**src/dit_consts.svh**
```systemverilog
// Register offsets, field positions and reset values of the dual interval timer
`ifndef DIT_CONSTS_SVH
`define DIT_CONSTS_SVH

// Register select codes
`define DIT_REG_PORT_B_OUT   4'h0
`define DIT_REG_PORT_B_DIR   4'h2
`define DIT_REG_T1_CNT_LO    4'h4
`define DIT_REG_T1_CNT_HI    4'h5
`define DIT_REG_T1_LAT_LO    4'h6
`define DIT_REG_T1_LAT_HI    4'h7
`define DIT_REG_T2_CNT_LO    4'h8
`define DIT_REG_T2_CNT_HI    4'h9
`define DIT_REG_AUX_CTRL     4'hb
`define DIT_REG_IRQ_FLAG     4'hd
`define DIT_REG_IRQ_ENABLE   4'he

// Auxiliary control field positions
`define DIT_ACR_T1_FREE_RUN  6
`define DIT_ACR_T1_PIN_EN    7
`define DIT_ACR_T2_PULSE     5

// Interrupt flag and enable bit positions, and the port B timer pin bit
`define DIT_IFR_T1           6
`define DIT_IFR_T2           5
`define DIT_IFR_ANY          7
`define DIT_IER_SET_CLR      7
`define DIT_PB_TIMER_BIT     7

// Reset values
`define DIT_RST_BYTE         8'h00
`define DIT_RST_WORD         16'h0000
`define DIT_RST_ENABLE       7'h00
`define DIT_RST_SYNC         3'h7

`endif

```
**src/dit_pkg.sv**
```systemverilog
// Types shared by the dual interval timer and its environment
package dit_pkg;

  // One register access, valid for the single cycle that strobe is high
  typedef struct packed {
    logic       strobe;
    logic       read;
    logic [3:0] sel;
    logic [7:0] wdata;
  } dit_bus_req_t;

  // Whole state of the timer block
  typedef struct packed {
    logic [7:0]  t1_lat_lo;
    logic [7:0]  t1_lat_hi;
    logic [15:0] t1_cnt;
    logic        t1_armed;
    logic        t1_wave;
    logic        t1_flag;
    logic [7:0]  t2_lat_lo;
    logic [15:0] t2_cnt;
    logic        t2_armed;
    logic        t2_flag;
    logic [7:0]  auxiliary_control;
    logic [7:0]  port_b_output_register;
    logic [7:0]  port_b_direction;
    logic [6:0]  interrupt_enable_register;
    logic [2:0]  pc_sync;
    logic        pc_level;
    logic [7:0]  rdata;
    logic        rd_oe;
  } dit_state_t;

endpackage

```
**src/dit_timer.sv**
```systemverilog
// Dual 16-bit interval timer with interrupt flags, reached over the register select bus
//
// Functional notes
// Timer one: two 8-bit reload latches and a 16-bit counter decrementing each clock.
// Auxiliary control bits 6 and 7 pick one of four timer one modes.
// Reading register 4 gives counter low byte, clears flag; writing loads low latch.
// Writing register 5 loads high latch, copies latches to counter, starts, clears flag.
// Reading register 6 gives low latch, flag untouched; writes act like register 4.
// Register 7 reads and writes the high latch only, no counter transfer.
// One-shot mode flags once at zero per high-byte write, then stays quiet.
// One-shot with pin enabled: pin low after high write, high at zero.
// Free-run: each time-out sets flag, toggles pin, reloads 16 bits, keeps counting.
// Latch-only writes leave the running count alone; they shape the next period.
// Pin shows timer wave only if direction bit 7 and control bit 7 set.
// One control bit picks timer two interval or pulse counting mode.
// Timer two: write-only low latch, read-only low count, read/write high count.
// Timer two one-shot wraps to FFFF after time-out and keeps counting.
// Timer two flags only once until the high count byte is rewritten.
// Register 8 write loads timer two latch; read gives low count, clears flag.
// Register 9 write loads high count, copies latch low, clears flag.
// Pulse mode counts falling pulses on input pin, flags at zero, keeps counting.
// Pulse mode flags again only after the high count byte is rewritten.
// The source holds each counted pulse low across a sampling clock edge.
// Interrupt request pin pulled low while any flag meets its enable bit.
// Flag register bit 7 reads 1 while any enabled interrupt is active.
// Four select lines decode sixteen registers at the documented numbers; the code decodes eleven of them, the other five read zero.
// Auxiliary control bit 5 selects pulse counting when 1, interval when 0.
`include "dit_consts.svh"
`timescale 1ns/100ps
`default_nettype none

module dit_timer (
  input  wire logic                  sys_clk,
  input  wire logic                  rst,
  input  wire dit_pkg::dit_bus_req_t bus_req,
  output logic [7:0]                 data_out,
  output logic                       data_oe,
  output logic                       irq_n_out,
  output logic                       irq_n_oe,
  output logic                       timer_one_output_pin_out,
  output logic                       timer_one_output_pin_oe,
  input  wire logic                  pulse_count_input_pin
);

  dit_pkg::dit_state_t st;
  dit_pkg::dit_state_t next_st;

  // Zero test shared by both timers
  function automatic logic is_zero(input logic [15:0] v);
    is_zero = (v == 16'h0000);
  endfunction

  logic wr;
  logic rd;
  logic t1_hi_wr;
  logic t2_hi_wr;
  logic t1_to;
  logic t1_set;
  logic t1_clr;
  logic t2_to;
  logic t2_dec;
  logic t2_clr;
  logic pc_stable;
  logic pc_fall;
  logic irq_any;
  logic [7:0] rbyte;

  // Access decode
  assign wr       = bus_req.strobe & ~bus_req.read;
  assign rd       = bus_req.strobe & bus_req.read;
  assign t1_hi_wr = wr & (bus_req.sel == `DIT_REG_T1_CNT_HI);
  assign t2_hi_wr = wr & (bus_req.sel == `DIT_REG_T2_CNT_HI);

  // Pulse input filter: a new level counts once second and third stages agree
  assign pc_stable = (st.pc_sync[1] == st.pc_sync[2]);
  assign pc_fall   = st.pc_level & pc_stable & ~st.pc_sync[2];

  // Interrupt combine, only the two timer flags exist here
  assign irq_any = (st.t1_flag & st.interrupt_enable_register[`DIT_IFR_T1])
                 | (st.t2_flag & st.interrupt_enable_register[`DIT_IFR_T2]);

  // Timer one time-out and flag terms
  assign t1_to  = is_zero(st.t1_cnt);
  assign t1_set = t1_to & (st.auxiliary_control[`DIT_ACR_T1_FREE_RUN] | st.t1_armed);
  assign t1_clr = (rd & (bus_req.sel == `DIT_REG_T1_CNT_LO))
                | (wr & (bus_req.sel == `DIT_REG_IRQ_FLAG) & bus_req.wdata[`DIT_IFR_T1]);

  // Timer two counts clocks or filtered falling pulses
  assign t2_dec = st.auxiliary_control[`DIT_ACR_T2_PULSE] ? pc_fall : 1'b1;
  assign t2_to  = is_zero(st.t2_cnt) & st.t2_armed;
  assign t2_clr = (rd & (bus_req.sel == `DIT_REG_T2_CNT_LO))
                | (wr & (bus_req.sel == `DIT_REG_IRQ_FLAG) & bus_req.wdata[`DIT_IFR_T2]);

  // Read data selection
  always_comb begin
    case (bus_req.sel)
      `DIT_REG_PORT_B_OUT:  rbyte = st.port_b_output_register;
      `DIT_REG_PORT_B_DIR:  rbyte = st.port_b_direction;
      `DIT_REG_T1_CNT_LO:   rbyte = st.t1_cnt[7:0];
      `DIT_REG_T1_CNT_HI:   rbyte = st.t1_cnt[15:8];
      `DIT_REG_T1_LAT_LO:   rbyte = st.t1_lat_lo;
      `DIT_REG_T1_LAT_HI:   rbyte = st.t1_lat_hi;
      `DIT_REG_T2_CNT_LO:   rbyte = st.t2_cnt[7:0];
      `DIT_REG_T2_CNT_HI:   rbyte = st.t2_cnt[15:8];
      `DIT_REG_AUX_CTRL:    rbyte = st.auxiliary_control;
      `DIT_REG_IRQ_FLAG: begin
        rbyte = 8'h00;
        rbyte[`DIT_IFR_ANY] = irq_any;
        rbyte[`DIT_IFR_T1]  = st.t1_flag;
        rbyte[`DIT_IFR_T2]  = st.t2_flag;
      end
      `DIT_REG_IRQ_ENABLE:  rbyte = {1'b1, st.interrupt_enable_register};
      default:              rbyte = 8'h00;
    endcase
  end

  // Next state
  always_comb begin
    next_st = st;

    // Three-stage synchroniser, first stage feeds only the second
    next_st.pc_sync = {st.pc_sync[1:0], pulse_count_input_pin};
    if (pc_stable) begin
      next_st.pc_level = st.pc_sync[2];
    end

    // Timer one latches; latch-only writes leave the count running
    if (wr && (bus_req.sel == `DIT_REG_T1_CNT_LO || bus_req.sel == `DIT_REG_T1_LAT_LO)) begin
      next_st.t1_lat_lo = bus_req.wdata;
    end
    if (wr && (bus_req.sel == `DIT_REG_T1_LAT_HI)) begin
      next_st.t1_lat_hi = bus_req.wdata;
    end

    // Timer one counter
    if (t1_hi_wr) begin
      next_st.t1_lat_hi = bus_req.wdata;
      next_st.t1_cnt    = {bus_req.wdata, st.t1_lat_lo};
      next_st.t1_armed  = 1'b1;
      next_st.t1_wave   = 1'b0;
    end else if (t1_to && st.auxiliary_control[`DIT_ACR_T1_FREE_RUN]) begin
      next_st.t1_cnt  = {st.t1_lat_hi, st.t1_lat_lo};
      next_st.t1_wave = ~st.t1_wave;
    end else begin
      next_st.t1_cnt = st.t1_cnt - 16'h0001;
      if (t1_to && st.t1_armed) begin
        next_st.t1_armed = 1'b0;
        next_st.t1_wave  = 1'b1;
      end
    end

    // Timer one flag: a restart clears it, otherwise a set beats a clear
    if (t1_hi_wr) begin
      next_st.t1_flag = 1'b0;
    end else begin
      next_st.t1_flag = (st.t1_flag & ~t1_clr) | t1_set;
    end

    // Timer two latch and counter
    if (wr && (bus_req.sel == `DIT_REG_T2_CNT_LO)) begin
      next_st.t2_lat_lo = bus_req.wdata;
    end
    if (t2_hi_wr) begin
      next_st.t2_cnt   = {bus_req.wdata, st.t2_lat_lo};
      next_st.t2_armed = 1'b1;
      next_st.t2_flag  = 1'b0;
    end else begin
      if (t2_dec) begin
        next_st.t2_cnt = st.t2_cnt - 16'h0001; // Wraps past zero
      end
      if (t2_to) begin
        next_st.t2_armed = 1'b0;
      end
      next_st.t2_flag = (st.t2_flag & ~t2_clr) | t2_to;
    end

    // Control registers
    if (wr) begin
      case (bus_req.sel)
        `DIT_REG_PORT_B_OUT: next_st.port_b_output_register  = bus_req.wdata;
        `DIT_REG_PORT_B_DIR: next_st.port_b_direction = bus_req.wdata;
        `DIT_REG_AUX_CTRL:   next_st.auxiliary_control  = bus_req.wdata;
        `DIT_REG_IRQ_ENABLE: begin
          if (bus_req.wdata[`DIT_IER_SET_CLR]) begin
            next_st.interrupt_enable_register = st.interrupt_enable_register | bus_req.wdata[6:0];
          end else begin
            next_st.interrupt_enable_register = st.interrupt_enable_register & ~bus_req.wdata[6:0];
          end
        end
        default: next_st.interrupt_enable_register = st.interrupt_enable_register;
      endcase
    end

    // Read data held until the next read
    if (rd) begin
      next_st.rdata = rbyte;
    end
    next_st.rd_oe = rd;
  end

  // State register
  always_ff @(posedge sys_clk or posedge rst) begin
    if (rst) begin
      st.t1_lat_lo <= `DIT_RST_BYTE;
      st.t1_lat_hi <= `DIT_RST_BYTE;
      st.t1_cnt    <= `DIT_RST_WORD;
      st.t1_armed  <= 1'b0;
      st.t1_wave   <= 1'b1;
      st.t1_flag   <= 1'b0;
      st.t2_lat_lo <= `DIT_RST_BYTE;
      st.t2_cnt    <= `DIT_RST_WORD;
      st.t2_armed  <= 1'b0;
      st.t2_flag   <= 1'b0;
      st.auxiliary_control       <= `DIT_RST_BYTE;
      st.port_b_output_register       <= `DIT_RST_BYTE;
      st.port_b_direction      <= `DIT_RST_BYTE;
      st.interrupt_enable_register       <= `DIT_RST_ENABLE;
      st.pc_sync   <= `DIT_RST_SYNC;
      st.pc_level  <= 1'b1;
      st.rdata     <= `DIT_RST_BYTE;
      st.rd_oe     <= 1'b0;
    end else begin
      st <= next_st;
    end
  end

  // Pins; the request line is open drain, only ever driven low
  assign data_out  = st.rdata;
  assign data_oe   = st.rd_oe;
  assign irq_n_out = 1'b0;
  assign irq_n_oe  = irq_any;

  // Timer wave reaches the pin only when both enables are set
  assign timer_one_output_pin_out =
    (st.port_b_direction[`DIT_PB_TIMER_BIT] & st.auxiliary_control[`DIT_ACR_T1_PIN_EN]) ? st.t1_wave
                                                              : st.port_b_output_register[`DIT_PB_TIMER_BIT];
  assign timer_one_output_pin_oe = st.port_b_direction[`DIT_PB_TIMER_BIT];

endmodule

`default_nettype wire

```
**config.mk**
```make
export PLATFORM = sky130hd
export DESIGN_NAME = dit_timer
export DESIGN_NICKNAME = d
export VERILOG_FILES = /design/src/dit_pkg.sv /design/src/dit_timer.sv
export VERILOG_INCLUDE_DIRS = /design/src
export SDC_FILE = /design/constraint.sdc
export NUM_CORES = 1
export LEC_CHECK = 0
export BUFFER_PORTS_ARGS = -buffer_cell sky130_fd_sc_hd__clkbuf_2
export CAP_MARGIN = 30
export CORE_MARGIN = 4
export CORE_UTILIZATION = 62
export CTS_CLUSTER_DIAMETER = 40
export CTS_CLUSTER_SIZE = 14
export DETAILED_ROUTE_END_ITERATION = 16
export GPL_ROUTABILITY_DRIVEN = 0
export PLACE_DENSITY = 0.78
export RECOVER_POWER = 25
export SLEW_MARGIN = 15
export SYNTH_ARGS = -nofsm -noshare
export SYNTH_HDL_FRONTEND = slang
export SYNTH_SLANG_ARGS = --single-unit
```
**constraint.sdc**
```tcl
create_clock -name sys_clk -period 3.4 [get_ports sys_clk]
set_clock_uncertainty 0.2 [all_clocks]
set_input_delay 0.17 -clock sys_clk [delete_from_list [all_inputs] [get_ports sys_clk]]
set_output_delay 0.17 -clock sys_clk [all_outputs]
set_load 0.01 [all_outputs]
```
==> metrics.yaml <==
outcome: "complete, but fails checks"
failed_checks: "max-capacitance violations, max-slew violations"
power_density_mw_per_mm2: 617
setup_violations: 0
register_area_mm2: 0.00263
multi_input_area_mm2: 0.00287
clock_latency_ps: 370
finalHoldViolCount: 0
placed_area_mm2: 0.00587
fin_crit_ps: 2600
final_cell_area_mm2: 0.00610
antenna_cells: 0
async_reset_ff_frac: 1.00
worst_r2r_path_depth: 7
synth_edf_count: 0
critPathKind: "flip-flop to flip-flop"
slowest_delay_ps: 460
avgRoutedWirePerCell_um: 21.9
die_y_um: 105
endpoint: "st[77]$_DFF_PP0_"
ys_warn_count: 0
initial_core_util: 0.633
syn-num-nets: 587
clock.fmax_mhz: 385
critPathSlowestCell: "nor4b_1"
synth.distinct_cells: 77
peakVddDrop_mv: 0.313
worst_setup_path_end_kind: "flip-flop"
cts_tree: "built"
htreeDepth: 3
drive_gt1_frac: 0.217
wl_mm: 15.0
synthSimpleGateAreaFrac: 0.189
clkTransAtPathRegs_ps: 100
fin_crit_sh: 0.763
synthXorXnorAreaFrac: 0.0393
grt_use_met3: 0.0636
synthFlopType: "dfrtp_1"
die_w_um: 105
crit_required_ps: 3470
layout.nets: 586
grt_pass1_vias: 4565
grt_first_pass_wirelength_mm: 24.4
portBuffers: 28
synth_area_leaders: "dfrtp_1 43%, mux2_2 10%, nand2_1 3.0%"
synth-compound-area-share: 0.130
cap_violations: 1
hold_path.class: "input pin to flip-flop"
slew_headroom: -0.417
drc: 0
synthCells: 567
viasPerCell: 6.72
hpwl_mm: 10.5
start_kind: "flip-flop"
antenna_left: 0
layout_commonest_cell: "dfrtp_1"
syn_area_mm2: 0.00579
core_mm2: 0.00915
drtPass1Iterations: 5
clockBufferDepth: 2
mostFrequentLayoutCells: "100 x dfrtp_1, 53 x mux2_2, 47 x nand2_1"
synth_seq_cells: 105
grt_antenna_before_repair: 0
seq_area_frac_synth: 0.455
grtUsageMet1: 0.404
dr_total_vias: 4586
avgSynthCellArea_um2: 10.2
busiest_layer: "met2"
dieArea_mm2: 0.0110
drv_slew: 49
fill_cells: 732
synth_mux_area_frac: 0.129
grt_usage: 0.283
crit_arrival_ps: 2660
rsz0062_at_grt: "false"
grt_max_degree: 58
reg2reg_setup_slack_ps: 800
crit_chain: "inv_1, ha_1, nor4b_1, nand4_1, nand2_2, a21oi_1, a21o_1"
synth_top_family_by_area: "simple AND/OR/NAND/NOR gates"
pre_cts_slack_ps: 777
p_leak_uw: 0.00254
cp_max_fo: 17
cts_root_buffer: "clkbuf_8"
area_growth_pct: 5.36
rows: 35
met2_usage: 0.431
synth_largest_area_cell: "dfrtp_1"
setup_slack_ps: 805
tightestPinTransition_ps: 2110
cts_made_buffers: 9
rr_endpoint: "st[77]$_DFF_PP0_"
ioPinCount: 30
crit-reg2reg-launch: "st[73]$_DFF_PP0_"
synth_adder_area_share: 0.00821
yosysTopAreaCellShare: 0.432
crit_start: "st[73]$_DFF_PP0_"
fin_tns_setup_ps: 0
gr-total-overflow: 0
cts_num_sinks: 105
first_iter_violations: 445
[Yosys cell counts, types with 3 or more instances]
| library cell | instances |
|---|---|
| o21ai_1 | 15 |
| a22o_1 | 4 |
| clkbuf_1 | 14 |
| nor3_2 | 3 |
| nand3_1 | 20 |
| o21ai_0 | 23 |
| xnor2_1 | 13 |
| nor3b_1 | 7 |
| and3_1 | 4 |
| mux2_2 | 53 |
| a22oi_1 | 5 |
| mux2_1 | 6 |
| a32o_1 | 3 |
| a31oi_1 | 7 |
| ha_1 | 3 |
| xor2_1 | 13 |
| buf_2 | 13 |
| mux2i_1 | 8 |
| or3_1 | 3 |
| dfrtp_1 | 100 |
| nor2_1 | 33 |
| nor4_2 | 4 |
| nand4_1 | 5 |
| a21oi_1 | 31 |
| and2_1 | 4 |
| nor3_1 | 7 |
| nor2b_1 | 10 |
| a32oi_1 | 3 |
| dfstp_2 | 5 |
| nand2b_1 | 5 |
| nor4b_1 | 4 |
| o31ai_1 | 3 |
| nor4_1 | 6 |
| nand3b_1 | 4 |
| buf_1 | 7 |
| inv_1 | 11 |
| buf_4 | 11 |
| nand2_1 | 47 |
| o211ai_1 | 3 |
[how the worst min path moves through the flow]
stage,start,end,slack (ps),depth (start not counted)
2_1_floorplan,pulse_count_input_pin,next_st[11]$_DFF_PP1_,-30,0
3_3_place_gp,pulse_count_input_pin,next_st[11]$_DFF_PP1_,60,1
6_report,bus_req[3],st[84]$_DFF_PP0_,20,3
5_1_grt,bus_req[1],st[55]$_DFFE_PP0P_,40,3
4_1_cts,bus_req[1],st[82]$_DFF_PP0_,20,3
3_5_place_dp,pulse_count_input_pin,next_st[11]$_DFF_PP1_,60,1
[state kept, by name, summed over array words and instances, names as in the netlist, named ones only]
register	cells
st	86
next_st	2
timer_one_output_pin_oe	1
data_out	8
data_oe	1
[through the flow]
stage,std cells,power (uW),hold WS (ps),util
6_report,682,3770,19.3,0.667
3_5_place_dp,664,2940,60.0,0.642
3_3_place_gp,664,2880,57.8,0.642
2_1_floorplan,567,2620,-25.5,-
4_1_cts,682,3750,20.4,0.667
5_1_grt,682,3960,39.3,0.667
[where the power goes]
| part | switching [uW] | total (uW) | internal, uW |
|---|---|---|---|
| sequential | 421 | 1990 | 1570 |
| combinational | 496 | 958 | 462 |
| clock | 462 | 818 | 356 |
| total | 1380 | 3770 | 2390 |
[metal layers]
metal	share of wire	vias to the layer above
li1	-	2038
met1	0.43	2266
met2	0.46	244
met3	0.096	38
met4	0.022	0
met5	0	-
[logic make-up after synthesis]
kind of cell / count (synthesis)
and+or+nand+nor: 187
AOI/OAI and AO/OA: 119
DFF: 105
muxes: 67
buffers and inverters: 58
xor gates and xnor gates: 26
adders and majority gates: 4
other: 1
[worst max-delay path: cells and delay by family, from the launching register on]
family          cells  cell delay [ps]
fa+ha+maj           1              220
buf+inv             1               80
compound gates      2              250
simple gates        3             1290
flops               1              440
[layout make-up]
class                           count  share of cell area
Tap cell                          111              0.0228
Multi-Input combinational cell    404               0.470
Clock buffer                        9              0.0203
Clock inverter                      7              0.0146
Inverter                           11             0.00697
Timing Repair Buffer               35              0.0338
Sequential cell                   105               0.432
[repair_timing]
action                                  CTS  global route
endpoints found under the hold margin    45             0
hold buffers                              2             0
buffers inserted                          0             0
gates resized for setup                   0             0
endpoints found under the setup margin    0             0
Power figures use the tool's default switching activity.
